**config.mk**
```make
export PLATFORM = sky130hd
export DESIGN_NAME = sta_aux_cmd
export DESIGN_NICKNAME = d
export VERILOG_FILES = /design/src/core/sta_aux_cmd.v
export VERILOG_INCLUDE_DIRS = /design/src /design/src/core
export SDC_FILE = /design/constraint.sdc
export NUM_CORES = 1
export LEC_CHECK = 0
export BUFFER_PORTS_ARGS = -buffer_cell sky130_fd_sc_hd__buf_2
export CAP_MARGIN = 25
export CORE_MARGIN = 2
export CORE_UTILIZATION = 55
export CTS_BUF_LIST = sky130_fd_sc_hd__clkbuf_4 sky130_fd_sc_hd__clkbuf_8
export DETAILED_ROUTE_END_ITERATION = 8
export PLACE_DENSITY = 0.82
export SYNTH_ARGS = -nofsm -noshare
export SYNTH_HDL_FRONTEND = slang
export SYNTH_SLANG_ARGS = --single-unit
```
**constraint.sdc**
```tcl
create_clock -name clk -period 7.7 [get_ports clk]
set_clock_uncertainty 0.05 [all_clocks]
set_input_delay 0.385 -clock clk [delete_from_list [all_inputs] [get_ports clk]]
set_output_delay 0.385 -clock clk [all_outputs]
set_load 0.005 [all_outputs]
```
**src/core/sta_defs.vh**
```
/*
 holds the constants of the auxiliary tape command handler: bus offsets,
 field positions, reset values, opcodes, sense codes and transfer sizes.
 assumes inclusion by bare name from the design file only.
*/
`ifndef STA_DEFS_VH
`define STA_DEFS_VH
// ------------------------------------------------------------
// register offsets (byte addresses)
// ------------------------------------------------------------
`define STA_OFF_CTRL    4'h0
`define STA_OFF_RESV    4'h4
`define STA_OFF_SENSE   4'h8
`define STA_OFF_INFO    4'hc
// ------------------------------------------------------------
// field positions and reset values
// ------------------------------------------------------------
`define STA_CTRL_DISC   0
`define STA_RESV_ON     0
`define STA_RESV_TP     4
`define STA_CTRL_RST    1'b0
`define STA_RESV_RST    8'h00
`define STA_RSP_OKAY    2'b00
`define STA_RSP_SLVERR  2'b10
// ------------------------------------------------------------
// opcodes, status and sense values
// ------------------------------------------------------------
`define STA_OP_SENSE    8'h03
`define STA_OP_LIMITS   8'h05
`define STA_OP_RECOVER  8'h14
`define STA_OP_RELEASE  8'h17
`define STA_ST_GOOD     8'h00
`define STA_ST_CHECK    8'h02
`define STA_KEY_BLANK   4'h8
`define STA_KEY_ILLEGAL 4'h5
`define STA_STD_BLANK   7'h34
`define STA_STD_ILLEGAL 7'h20
`define STA_EXT_HDR     7'h70
// ------------------------------------------------------------
// transfer sizes
// ------------------------------------------------------------
`define STA_BLK_LEN     24'h000200
`define STA_LIMITS_LEN  33'h000000006
`define STA_STD_LEN     33'h000000004
`define STA_SENSE_MAX   8
`endif

```
**src/core/sta_aux_cmd.v**
```verilog
/*
 auxiliary command handler of a scsi tape target: block-limits query,
 buffered-data recovery, unit release and sense request, with an axi4-lite
 register slave. assumes a scsi front end that hands over whole six-byte
 command blocks, drains data-in bytes with valid/ready and sends status;
 the write buffer presents unwritten bytes in recording order.
*/
// Overview of operation
// - opcode 05 returns block limits as data-in and never disconnects
// - limits data is six bytes: zero, 24-bit maximum, 16-bit minimum, msb first
// - maximum and minimum block length both report 512 bytes
// - opcode 14 sends blocks held in the write buffer, not from tape
// - recovered blocks leave in the order they would be recorded
// - recovery block count comes from command bytes two to four, msb first
// - over-asking recovery ends check condition, blank check, residue count; residue valid follows the fixed bit
// - with disconnect enabled the bus may be released during recovery
// - opcode 17 clears a reservation only for the initiator that made it
// - releasing an unreserved unit completes without error
// - third-party release clears only a matching third-party reservation
// - release and sense request never disconnect
// - opcode 03 returns held sense; sense clears only on another command
// - allocation of four or less sends exactly four standard sense bytes
// - allocation above four sends extended sense up to the defined maximum
// - link bit chains to the next command after good status
// - flag counts only with link; both set requests an interrupt
// - standard sense byte zero holds residue valid, error class and error code
`timescale 1ns/1ps
`include "sta_defs.vh"
module sta_aux_cmd #(
   parameter SENSE_MAX = `STA_SENSE_MAX
) (
   input  wire        clk,
   input  wire        rst_n,
   input  wire        cmd_valid,
   output reg         cmd_ready,
   input  wire [47:0] cmd_cdb,
   input  wire [2:0]  cmd_initiator,
   output reg         din_valid,
   output reg  [7:0]  din_byte,
   output reg         din_last,
   input  wire        din_ready,
   input  wire [23:0] buf_blocks,
   input  wire        buf_valid,
   input  wire [7:0]  buf_byte,
   output reg         buf_ready,
   output reg         disc_allow,
   output reg         done_valid,
   output reg  [7:0]  done_status,
   output reg         done_link,
   output reg         done_irq,
   input  wire        s_axi_awvalid,
   output reg         s_axi_awready,
   input  wire [3:0]  s_axi_awaddr,
   input  wire        s_axi_wvalid,
   output reg         s_axi_wready,
   input  wire [31:0] s_axi_wdata,
   input  wire [3:0]  s_axi_wstrb,
   output reg         s_axi_bvalid,
   input  wire        s_axi_bready,
   output reg  [1:0]  s_axi_bresp,
   input  wire        s_axi_arvalid,
   output reg         s_axi_arready,
   input  wire [3:0]  s_axi_araddr,
   output reg         s_axi_rvalid,
   input  wire        s_axi_rready,
   output reg  [31:0] s_axi_rdata,
   output reg  [1:0]  s_axi_rresp
);
// ------------------------------------------------------------
// state and storage
// ------------------------------------------------------------
localparam S_IDLE = 2'd0;
localparam S_EXEC = 2'd1;
localparam S_SEND = 2'd2;
localparam S_DONE = 2'd3;
localparam [23:0] BLK_LEN = `STA_BLK_LEN;
reg  [1:0]  state;
reg  [47:0] cdb;
reg  [2:0]  init_id;
reg  [32:0] rem;
reg  [3:0]  idx;
reg         from_buf;
reg         ext_fmt;
reg  [1:0]  err;
reg  [23:0] short_cnt;
reg         disc_en;
reg  [7:0]  resv;
reg         residue_valid;
reg  [2:0]  error_class_field;
reg  [3:0]  error_code_field;
reg  [3:0]  sense_key;
reg  [23:0] sense_info;
reg  [3:0]  aw_addr;
reg         aw_got;
reg  [31:0] w_data;
reg  [3:0]  w_strb;
reg         w_got;
wire [7:0]  op = cdb[47:40];
wire [7:0]  alloc = cdb[15:8];
wire [23:0] req_blocks = cdb[31:8];
wire [23:0] xfer_blocks = (req_blocks > buf_blocks) ? buf_blocks : req_blocks;
wire        wr_go = aw_got && w_got && !s_axi_bvalid;
// ------------------------------------------------------------
// functions
// ------------------------------------------------------------
// reserved bits of each accepted command block must be zero
function cdb_ok;
   input [47:0] c;
   begin
      case (c[47:40])
         `STA_OP_LIMITS:  cdb_ok = (c[39:8] == 32'h0) && (c[7:2] == 6'h0);
         `STA_OP_RECOVER: cdb_ok = (c[39:33] == 7'h0) && (c[7:2] == 6'h0);
         `STA_OP_RELEASE: cdb_ok = (c[39:37] == 3'h0) && !c[32] && (c[31:8] == 24'h0) && (c[7:2] == 6'h0);
         `STA_OP_SENSE:   cdb_ok = (c[39:16] == 24'h0) && (c[7:2] == 6'h0);
         default:         cdb_ok = 1'b0;
      endcase
   end
endfunction
function [7:0] gen_byte;
   input       is_sense;
   input       ext;
   input [3:0] i;
   input [7:0] b0;
   input [3:0] key;
   input [23:0] info;
   reg   [55:0] lim;
   reg   [63:0] ex;
   reg   [31:0] st;
   begin
      lim = {8'h00, BLK_LEN, BLK_LEN[15:0], 8'h00};
      ex  = {b0[7], `STA_EXT_HDR, 8'h00, 4'h0, key, 8'h00, info, 8'h00};
      st  = {b0, 4'h0, info[19:0]};
      if (!is_sense)
         gen_byte = lim[8*(6-i)+:8];
      else if (ext)
         gen_byte = ex[8*(7-i)+:8];
      else
         gen_byte = st[8*(3-i)+:8];
   end
endfunction
// ------------------------------------------------------------
// command sequencer
// ------------------------------------------------------------
always @(posedge clk or negedge rst_n) begin
   if (!rst_n) begin
      state             <= S_IDLE;
      cdb               <= 48'h0;
      init_id           <= 3'h0;
      rem               <= 33'h0;
      idx               <= 4'h0;
      from_buf          <= 1'b0;
      ext_fmt           <= 1'b0;
      err               <= 2'b00;
      short_cnt         <= 24'h0;
      cmd_ready         <= 1'b0;
      din_valid         <= 1'b0;
      din_byte          <= 8'h00;
      din_last          <= 1'b0;
      buf_ready         <= 1'b0;
      disc_allow        <= 1'b0;
      done_valid        <= 1'b0;
      done_status       <= 8'h00;
      done_link         <= 1'b0;
      done_irq          <= 1'b0;
      resv              <= `STA_RESV_RST;
      residue_valid     <= 1'b0;
      error_class_field <= 3'h0;
      error_code_field  <= 4'h0;
      sense_key         <= 4'h0;
      sense_info        <= 24'h0;
   end else begin
      done_valid <= 1'b0;
      // software loads sense and reservations for the wider controller
      if (wr_go && aw_addr == `STA_OFF_RESV && w_strb[0])
         resv <= w_data[7:0];
      if (wr_go && aw_addr == `STA_OFF_SENSE && w_strb[0])
         {residue_valid, error_class_field, error_code_field} <= w_data[7:0];
      if (wr_go && aw_addr == `STA_OFF_SENSE && w_strb[1])
         sense_key <= w_data[11:8];
      if (wr_go && aw_addr == `STA_OFF_INFO)
         sense_info <= w_data[23:0];
      case (state)
         S_IDLE: begin
            cmd_ready <= 1'b1;
            if (cmd_valid && cmd_ready) begin
               cmd_ready <= 1'b0;
               cdb       <= cmd_cdb;
               init_id   <= cmd_initiator;
               state     <= S_EXEC;
            end
         end
         S_EXEC: begin
            idx      <= 4'h0;
            from_buf <= 1'b0;
            ext_fmt  <= 1'b0;
            err      <= 2'b00;
            rem      <= 33'h0;
            state    <= S_SEND;
            // held sense survives a sense request only
            if (op != `STA_OP_SENSE) begin
               residue_valid     <= 1'b0;
               error_class_field <= 3'h0;
               error_code_field  <= 4'h0;
               sense_key         <= 4'h0;
               sense_info        <= 24'h0;
            end
            if (!cdb_ok(cdb))
               err <= 2'b10;
            else
               case (op)
                  `STA_OP_LIMITS: rem <= `STA_LIMITS_LEN;
                  `STA_OP_RECOVER: begin
                     from_buf   <= 1'b1;
                     rem        <= {xfer_blocks, 9'h000};
                     short_cnt  <= req_blocks - xfer_blocks;
                     disc_allow <= disc_en;
                     if (req_blocks > buf_blocks)
                        err <= 2'b01;
                  end
                  `STA_OP_RELEASE: begin
                     // a mismatching or absent reservation still ends good
                     if (resv[`STA_RESV_ON] && resv[3:1] == init_id &&
                         resv[`STA_RESV_TP] == cdb[36] &&
                         (!cdb[36] || resv[7:5] == cdb[35:33]))
                        resv[`STA_RESV_ON] <= 1'b0;
                  end
                  default: begin
                     ext_fmt <= (alloc > 8'd4);
                     if (alloc <= 8'd4)
                        rem <= `STA_STD_LEN;
                     else if (alloc > SENSE_MAX[7:0])
                        rem <= {25'h0, SENSE_MAX[7:0]};
                     else
                        rem <= {25'h0, alloc};
                  end
               endcase
         end
         S_SEND: begin
            buf_ready <= 1'b0;
            if (din_valid && din_ready) begin
               din_valid <= 1'b0;
               din_last  <= 1'b0;
            end else if (rem == 33'h0 && !din_valid) begin
               state <= S_DONE;
            end else if (!din_valid && from_buf) begin
               // one byte in flight keeps the buffer order intact
               buf_ready <= !buf_ready && !(buf_valid && buf_ready);
               if (buf_valid && buf_ready) begin
                  din_valid <= 1'b1;
                  din_byte  <= buf_byte;
                  din_last  <= (rem == 33'h1);
                  rem       <= rem - 33'h1;
               end
            end else if (!din_valid) begin
               din_valid <= 1'b1;
               din_byte  <= gen_byte(op == `STA_OP_SENSE, ext_fmt, idx,
                                     {residue_valid, error_class_field, error_code_field},
                                     sense_key, sense_info);
               din_last  <= (rem == 33'h1);
               idx       <= idx + 4'h1;
               rem       <= rem - 33'h1;
            end
         end
         default: begin
            disc_allow  <= 1'b0;
            done_valid  <= 1'b1;
            done_status <= (err == 2'b00) ? `STA_ST_GOOD : `STA_ST_CHECK;
            done_link   <= (err == 2'b00) && cdb[0];
            done_irq    <= (err == 2'b00) && cdb[0] && cdb[1];
            if (err == 2'b01) begin
               residue_valid <= cdb[32];
               {error_class_field, error_code_field} <= `STA_STD_BLANK;
               sense_key     <= `STA_KEY_BLANK;
               sense_info    <= short_cnt;
            end else if (err == 2'b10) begin
               {error_class_field, error_code_field} <= `STA_STD_ILLEGAL;
               sense_key     <= `STA_KEY_ILLEGAL;
            end
            state <= S_IDLE;
         end
      endcase
   end
end
// ------------------------------------------------------------
// axi4-lite slave
// ------------------------------------------------------------
always @(posedge clk or negedge rst_n) begin
   if (!rst_n) begin
      s_axi_awready <= 1'b0;
      s_axi_wready  <= 1'b0;
      s_axi_bvalid  <= 1'b0;
      s_axi_bresp   <= `STA_RSP_OKAY;
      s_axi_arready <= 1'b0;
      s_axi_rvalid  <= 1'b0;
      s_axi_rdata   <= 32'h0;
      s_axi_rresp   <= `STA_RSP_OKAY;
      aw_addr       <= 4'h0;
      aw_got        <= 1'b0;
      w_data        <= 32'h0;
      w_strb        <= 4'h0;
      w_got         <= 1'b0;
      disc_en       <= `STA_CTRL_RST;
   end else begin
      s_axi_awready <= !aw_got && !(s_axi_awvalid && s_axi_awready);
      s_axi_wready  <= !w_got && !(s_axi_wvalid && s_axi_wready);
      if (s_axi_awvalid && s_axi_awready) begin
         aw_addr <= s_axi_awaddr;
         aw_got  <= 1'b1;
      end
      if (s_axi_wvalid && s_axi_wready) begin
         w_data <= s_axi_wdata;
         w_strb <= s_axi_wstrb;
         w_got  <= 1'b1;
      end
      if (wr_go) begin
         s_axi_bvalid <= 1'b1;
         s_axi_bresp  <= (aw_addr[1:0] == 2'b00) ? `STA_RSP_OKAY : `STA_RSP_SLVERR;
         if (aw_addr == `STA_OFF_CTRL && w_strb[0])
            disc_en <= w_data[`STA_CTRL_DISC];
      end
      if (s_axi_bvalid && s_axi_bready) begin
         s_axi_bvalid <= 1'b0;
         aw_got       <= 1'b0;
         w_got        <= 1'b0;
      end
      s_axi_arready <= !s_axi_rvalid && !(s_axi_arvalid && s_axi_arready);
      if (s_axi_arvalid && s_axi_arready) begin
         s_axi_rvalid <= 1'b1;
         s_axi_rresp  <= `STA_RSP_OKAY;
         case (s_axi_araddr)
            `STA_OFF_CTRL:  s_axi_rdata <= {29'h0, state, disc_en};
            `STA_OFF_RESV:  s_axi_rdata <= {24'h0, resv};
            `STA_OFF_SENSE: s_axi_rdata <= {20'h0, sense_key, residue_valid,
                                            error_class_field, error_code_field};
            `STA_OFF_INFO:  s_axi_rdata <= {8'h0, sense_info};
            default: begin
               s_axi_rdata <= 32'h0;
               s_axi_rresp <= `STA_RSP_SLVERR;
            end
         endcase
      end else if (s_axi_rvalid && s_axi_rready) begin
         s_axi_rvalid <= 1'b0;
      end
   end
end
endmodule // sta_aux_cmd

```
==> results of run 1 <==
==> power groups by stage <==
stage          registers [µW]  clock network [µW]  logic, µW
5_1_grt                  1820                1290        810
4_1_cts                  1790                1230        721
3_5_place_dp             1810                   0        700
6_report                 1800                1220        730
2_1_floorplan            1670                   0        525
3_3_place_gp             1800                   0        667
==> how the worst max path moves through the flow <==
stage                              from                   endpoint  slack (ns)
finish              cdb[30]$_DFFE_PN0P_  short_cnt[21]$_DFFE_PN0P_        2.36
global route        cdb[30]$_DFFE_PN0P_  short_cnt[20]$_DFFE_PN0P_        2.00
global placement         buf_blocks[22]  short_cnt[21]$_DFFE_PN0P_        2.57
detailed placement  cdb[30]$_DFFE_PN0P_  short_cnt[21]$_DFFE_PN0P_        2.48
CTS                 cdb[30]$_DFFE_PN0P_  short_cnt[21]$_DFFE_PN0P_        2.46
floorplan                buf_blocks[22]  short_cnt[21]$_DFFE_PN0P_        3.32
==> synth_stat cells (4+ instances only) <==
| master | instances | area share (%) |
|---|---|---|
| a31oi_1 | 12 | 0.55 |
| nand3b_1 | 5 | 0.28 |
| a211oi_1 | 6 | 0.33 |
| nor2_1 | 90 | 2.5 |
| or3_1 | 10 | 0.46 |
| o21ai_0 | 99 | 3.6 |
| a21boi_0 | 4 | 0.22 |
| o22ai_1 | 5 | 0.23 |
| a21oi_1 | 87 | 3.2 |
| a22o_1 | 16 | 1.0 |
| buf_2 | 9 | 0.33 |
| buf_4 | 17 | 0.94 |
| ha_1 | 54 | 5.0 |
| o21ai_1 | 7 | 0.26 |
| a22oi_1 | 25 | 1.4 |
| o31ai_1 | 34 | 1.9 |
| mux2_2 | 102 | 8.4 |
| dfrtp_1 | 243 | 45 |
| nor2b_1 | 6 | 0.28 |
| a21o_1 | 14 | 0.77 |
| or4_1 | 10 | 0.55 |
| nand2b_1 | 8 | 0.37 |
| nand4_1 | 26 | 1.2 |
| nor3_1 | 23 | 0.84 |
| o21a_1 | 5 | 0.28 |
| mux4_2 | 7 | 1.2 |
| o211a_1 | 12 | 0.88 |
| nand2_1 | 124 | 3.4 |
| o211ai_1 | 6 | 0.33 |
| nand3_1 | 36 | 1.3 |
| xor2_1 | 15 | 0.96 |
| mux2i_1 | 51 | 3.7 |
| nor3b_1 | 5 | 0.28 |
| clkbuf_1 | 49 | 1.4 |
| inv_1 | 49 | 1.4 |
| o41ai_1 | 4 | 0.26 |
| buf_1 | 4 | 0.11 |
| nor4_1 | 11 | 0.51 |
| xnor2_1 | 20 | 1.3 |
==> kinds of logic (layout without fill, tap and decap cells) <==
group	count (synthesis)	count (layout)	synth area share, %
simple gates	370	370	13.2
xor+xnor	35	35	2.25
compound gates	366	366	17.3
flops	243	243	44.6
mux	160	160	13.3
other cells	1	17	0.0275
buf+inv	131	355	4.22
fa+ha+maj	55	55	5.11
==> layer usage <==
layer	up-vias	part of all wire (%)	global-route usage [%]	wire length (µm)
met5	-	0	0	0
met4	0	3.0	9.54	1100
met3	95	7.8	4.01	2880
met2	570	48	46.8	17700
met1	5707	41	38.5	15300
li1	5400	-	-	-
==> area by class of cell <==
cell class,count,area share (%)
Clock buffer,64,4.82
Clock inverter,8,0.537
Sequential cell,243,37.8
Inverter,51,1.19
Multi-Input combinational cell,1003,43.9
Timing Repair Buffer,232,9.24
Tap cell,324,2.52
==> metrics by stage <==
stage	cells	instance area, µm²
after detailed placement	1809	14700
after global placement	1808	14700
after global routing	1925	16100
final	1925	16100
after CTS	1922	16000
after floorplan	1377	13700
==> registers in the layout (all words and copies together), names as in the netlist, 4 cells and up <==
name and cells:
resv 8, cdb 48, sense_key 4, sense_info 24
short_cnt 24, w_data 24, error_code_field 4, idx 4
s_axi_rdata 24, rem 33, din_byte 8, aw_addr 4
==> critical path: stages (launching register included) <==
cell,delay (ns)
dfrtp_1,0.51
ha_1,0.38
nand4_1,0.17
nor4_1,0.55
nand2_1,0.15
o311a_1,0.17
a211oi_4,0.35
buf_4,0.44
mux2i_1,0.30
ha_1,0.33
o211ai_1,0.19
a21oi_1,0.09
o41a_1,0.45
a22o_1,0.30
a211o_1,0.31
o21ai_0,0.21
xor2_1,0.16
o21ai_0,0.09
==> impl_results.md, run 1 <==
* GP Congestion at 0.942
* Antenna diodes at 0
* Std cell rows at 57
* Asr flop ratio synth at 100%
* PortBufs at 174
* Ys flop type: dfrtp_1
* Clock Tree Root: clkbuf_8
* Internal power at 2560 µW
* R2R Setup Slk at 2.36 ns
* Total GRT Usage at 28.2%
* Final net count at 1764
* Min-Delay Path Class: in -> reg
* Share of total power in the clock network at 32.5%
* WP data arrival at 5.69 ns
* Power, Total at 3750 µW
* Worst r2r dst: short_cnt[21]$_DFFE_PN0P_
* Worst-case reg-to-reg path depth at 17
* DR iter-0 viols at 1088
* Crit path max fanout at 34
* Post-CTS sizing at 0
* Area Growth Syn to Fin at 18.1%
* IO Pins at 202
* Crit start category: register
* Hold Path End: w_data[20]$_DFFE_PN0P_
* First-pass GRT wire length at 59300 µm
* Status: finished, final reports clean
* Worst setup margin at 2.36 ns
* Slew headroom at 39.5%
* Crit path kind: reg -> reg
* Seq cells post-synth at 243
* Layout cell share with drive strength beyond 1 at 24.4%
* Core area at 0.0243 mm²
* CTS tree: done
* Mapped Area at 0.0136 mm²
* Maximum clock rate at 187 MHz
* Die area at 0.0260 mm²
* Initial antenna violation count at 0
* CTS buffer count at 41
* Switch Pwr at 1190 µW
* Mean Syn Cell Area at 10.0 µm²
* Most frequent cells in the layout: dfrtp_1, buf_2, nand2_1
* Static leakage at 0.00788 µW
* Switching share of power at 31.7%
* DR WL/cell at 19.2 µm
* Hold_sp: s_axi_wdata[20]
* Hold WS at 0.0174 ns
* Sequential cell area at 0.00608 mm²
* Starting Density at 56.0%
* Die W at 161 µm
* Drt via density at 6.12
* Clk_lat worst skew at 0.55 ns
* Final period util at 69.3%
* Crit path capture type: register
* Pwr Density at 233 mW/mm²
* Detail Route Antenna Nets at 0
* Number of flops mapped to enable cells by yosys at 0
* Max-Cap Viols at 0
* Gate power share at 19.5%
* Yosys cell types at 74
* Slew @ Worst Pin at 0.905 ns
* FF-to-FF Start: cdb[30]$_DFFE_PN0P_
* Cell count after synthesis at 1361
* Clk slew on worst S/H paths at 0.06 ns
* HPWL Detailed at 26400 µm
* Hold path depth at 2
* Flop pwr share at 48.1%
* # DRC at 0
* Fill cells at 1897
* TNS Setup at 0 ns
* RSZ-0062 raised after global routing: no
* Dpl ws at 2.48 ns
* Endpoints failing setup at 0
* Worst Path Required at 8.05 ns
* Commonest non-fill, non-tap cell in the layout: dfrtp_1
* Clock sinks at 243
* CTS hold repair buffers at 41
* Post-synthesis sequential area ratio at 44.6%
* Post-CTS Setup Bufs at 0
* Max-slew violation count at 0
* Grt total ovfl at 0
* Largest net degree at the start of global routing at 88
* Ys Warns at 0
* Tmin final at 5.34 ns
* Routed WL at 36900 µm
* Total number of vias at 11800
* Final Core Density at 66.1%
* H-tree levels at 2
* Multi-input logic area at 0.00706 mm²
* Maximum clock insertion buffer count at 3
* VDD IR-drop max at 0.174 mV
* Vias in the first global route at 11400
* Die H at 161 µm
* Hold Vio Cnt, Final at 0
* First-pass DRT Iterations at 5
No activity file was read; power rests on OpenSTA's default activity.
==> run 2: changes to the inputs <==
==> constraint.sdc (replaced) <==
create_clock -name clk -period 5.41 [get_ports clk]
set_clock_uncertainty 0.05 [all_clocks]
set_input_delay 0.2705 -clock clk [delete_from_list [all_inputs] [get_ports clk]]
set_output_delay 0.2705 -clock clk [all_outputs]
set_load 0.005 [all_outputs]
==> run 2 against run 1 <==
Clock-buffer cell count rose by 3. Combinational power rose by 51%. Total power rose by 46%. Cell count rose by 3.1%. Sequential share of layout area fell by 1.3 points. Setup slack got worse by 1.9 ns. Via count rose by 3.2%. First-iteration DRC count rose by 16%. Register-to-register slack got worse by 1.9 ns. Clock power rose by 48%. Core utilization rose by 2.4 points. Non-clock buffer count rose by 55. Critical path type unchanged.
==> impl_results.md, run 2 (same netlist as run 1, synthesis figures left out) <==
* Max-slew violation count at 0 (unchanged)
* Crit path max fanout at 9 (-74%)
* Hold_sp: buf_byte[5]
* Tmin final at 4.99 ns (-0.343 ns)
* Most frequent cells in the layout: dfrtp_1, buf_2, nand2_1
* Layout cell share with drive strength beyond 1 at 23.7% (-0.69 points)
* Clock sinks at 243 (unchanged)
* Clock Tree Root: clkbuf_8
* Core area at 0.0243 mm² (unchanged)
* Final net count at 1820 (+3.2%)
* Crit path capture type: register
* Area Growth Syn to Fin at 22.3%
* TNS Setup at 0 ns (unchanged)
* CTS tree: done
* Slew @ Worst Pin at 0.956 ns (+0.0514 ns)
* Detail Route Antenna Nets at 0 (unchanged)
* PortBufs at 174 (unchanged)
* Crit path kind: reg -> reg
* Hold Vio Cnt, Final at 0 (unchanged)
* Max-Cap Viols at 0 (unchanged)
* FF-to-FF Start: cdb[30]$_DFFE_PN0P_
* Status: finished, final reports clean
* Grt total ovfl at 0 (unchanged)
* Final Core Density at 68.5% (+2.4 points)
* IO Pins at 202 (unchanged)
* Maximum clock insertion buffer count at 3 (unchanged)
* Number of flip-flops in the largest register at 48 (unchanged)
* Min-Delay Path Class: in -> reg
* Drt via density at 6.12 (+0.12%)
* DR WL/cell at 19.5 µm (+1.9%)
* GP Congestion at 1.01 (+6.7%)
* Clk_lat worst skew at 0.56 ns (about the same)
* First-pass GRT wire length at 61500 µm (+3.8%)
* Die area at 0.0260 mm² (unchanged)
* CTS hold repair buffers at 97 (+140%)
* Endpoints failing setup at 0 (unchanged)
* Worst Path Required at 5.77 ns (-2.28 ns)
* Largest net degree at the start of global routing at 126 (+43%)
* VDD IR-drop max at 0.216 mV (+24%)
* Post-CTS Setup Bufs at 0 (unchanged)
* Commonest non-fill, non-tap cell in the layout: dfrtp_1
* Clk slew on worst S/H paths at 0.06 ns (about the same)
* H-tree levels at 2 (unchanged)
* Routed WL at 38800 µm (+5.1%)
* Starting Density at 56.0% (unchanged)
* Largest registers: cdb: 48 flops, rem: 33 flops
* First-pass DRT Iterations at 9 (+4)
* Die H at 161 µm (unchanged)
* Pwr Density at 329 mW/mm² (+41%)
* Static leakage at 0.00812 µW (+3.1%)
* HPWL Detailed at 26400 µm (+0.12%)
* Total number of vias at 12200 (+3.2%)
* CTS buffer count at 42 (+2.4%)
* Total GRT Usage at 29.5% (+1.3 points)
* Crit path from: cdb[30]$_DFFE_PN0P_
* Vias in the first global route at 12000 (+5.4%)
* Initial antenna violation count at 1 (+1)
* Slew headroom at 36.1% (-3.4 points)
* Std cell rows at 57 (unchanged)
* DR iter-0 viols at 1261 (+16%)
* Largest Register: cdb
* Maximum clock rate at 200 MHz (+6.9%)
* Crit start category: register
* Hold WS at 0.0169 ns (-0.000502 ns)
* Final period util at 92.3% (+23 points)
* RSZ-0062 raised after global routing: no
* # DRC at 0 (unchanged)
* WP data arrival at 5.36 ns (-0.33 ns)
* Die W at 161 µm (unchanged)
* Post-CTS sizing at 0 (unchanged)
==> run 2: worst paths after layout <==
check                                              to  slack (ns)  cells after the start
max                         short_cnt[21]$_DFFE_PN0P_        0.42                     16
min                           din_byte[5]$_DFFE_PN0P_        0.02                      3
max reg2reg                 short_cnt[21]$_DFFE_PN0P_        0.42                     16
min reg2reg                   s_axi_awready$_DFF_PN0_        0.39                      1
max in group asynchronous     din_byte[7]$_DFFE_PN0P_        3.79                      3
min in group asynchronous  s_axi_bresp[1]$_DFFE_PN0P_        0.31                      2
==> run 2: critical path, cell delays in order, from the launching register on <==
cell and delay [ns]:
dfrtp_1 0.46, ha_1 0.36, nand4_1 0.16, nor4_1 0.50
nand2_1 0.15, o311a_1 0.17, a211oi_4 0.60, mux2i_1 0.30
ha_1 0.32, o211ai_1 0.20, a21oi_1 0.10, o41a_1 0.46
a22o_1 0.29, a211o_1 0.30, o21ai_0 0.21, xor2_1 0.16
o21ai_0 0.08
==> run 2: area by class of cell <==
| type | count | area [µm²] |
|---|---|---|
| Tap cell | 324 | 405 |
| Multi-Input combinational cell | 1003 | 7060 |
| Clock buffer | 67 | 803 |
| Inverter | 51 | 191 |
| Timing Repair Buffer | 287 | 2010 |
| Fill cell | 1813 | 7660 |
| Clock inverter | 9 | 108 |
| Antenna cell | 1 | 2.50 |
| Sequential cell | 243 | 6080 |
==> run 2: per-stage QoR <==
stage | setup slack, ns | instance area [µm²] | cells | power, µW
5_1_grt | 0.0207 | 16700 | 1984 | 5730
2_1_floorplan | 1.04 | 13700 | 1377 | 3120
3_5_place_dp | 0.534 | 14800 | 1810 | 3570
6_report | 0.418 | 16700 | 1985 | 5480
4_1_cts | 0.512 | 16600 | 1983 | 5430
3_3_place_gp | 0.605 | 14700 | 1809 | 3510
==> run 2: power by group <==
| group | internal [µW] | total [µW] | switching (µW) |
|---|---|---|---|
| Combinational | 562 | 1100 | 534 |
| Clock | 1040 | 1810 | 765 |
| Sequential | 2140 | 2580 | 430 |
| Total | 3750 | 5480 | 1730 |
==> run 2: routing by layer <==
layer | global-route usage, % | share of wire [%] | vias up
met3 | 5.39 | 7.8 | 142
met2 | 48.1 | 47 | 628
met5 | 0 | 0 | -
met1 | 37.9 | 40 | 5874
li1 | - | - | 5509
met4 | 15.2 | 4.9 | 0
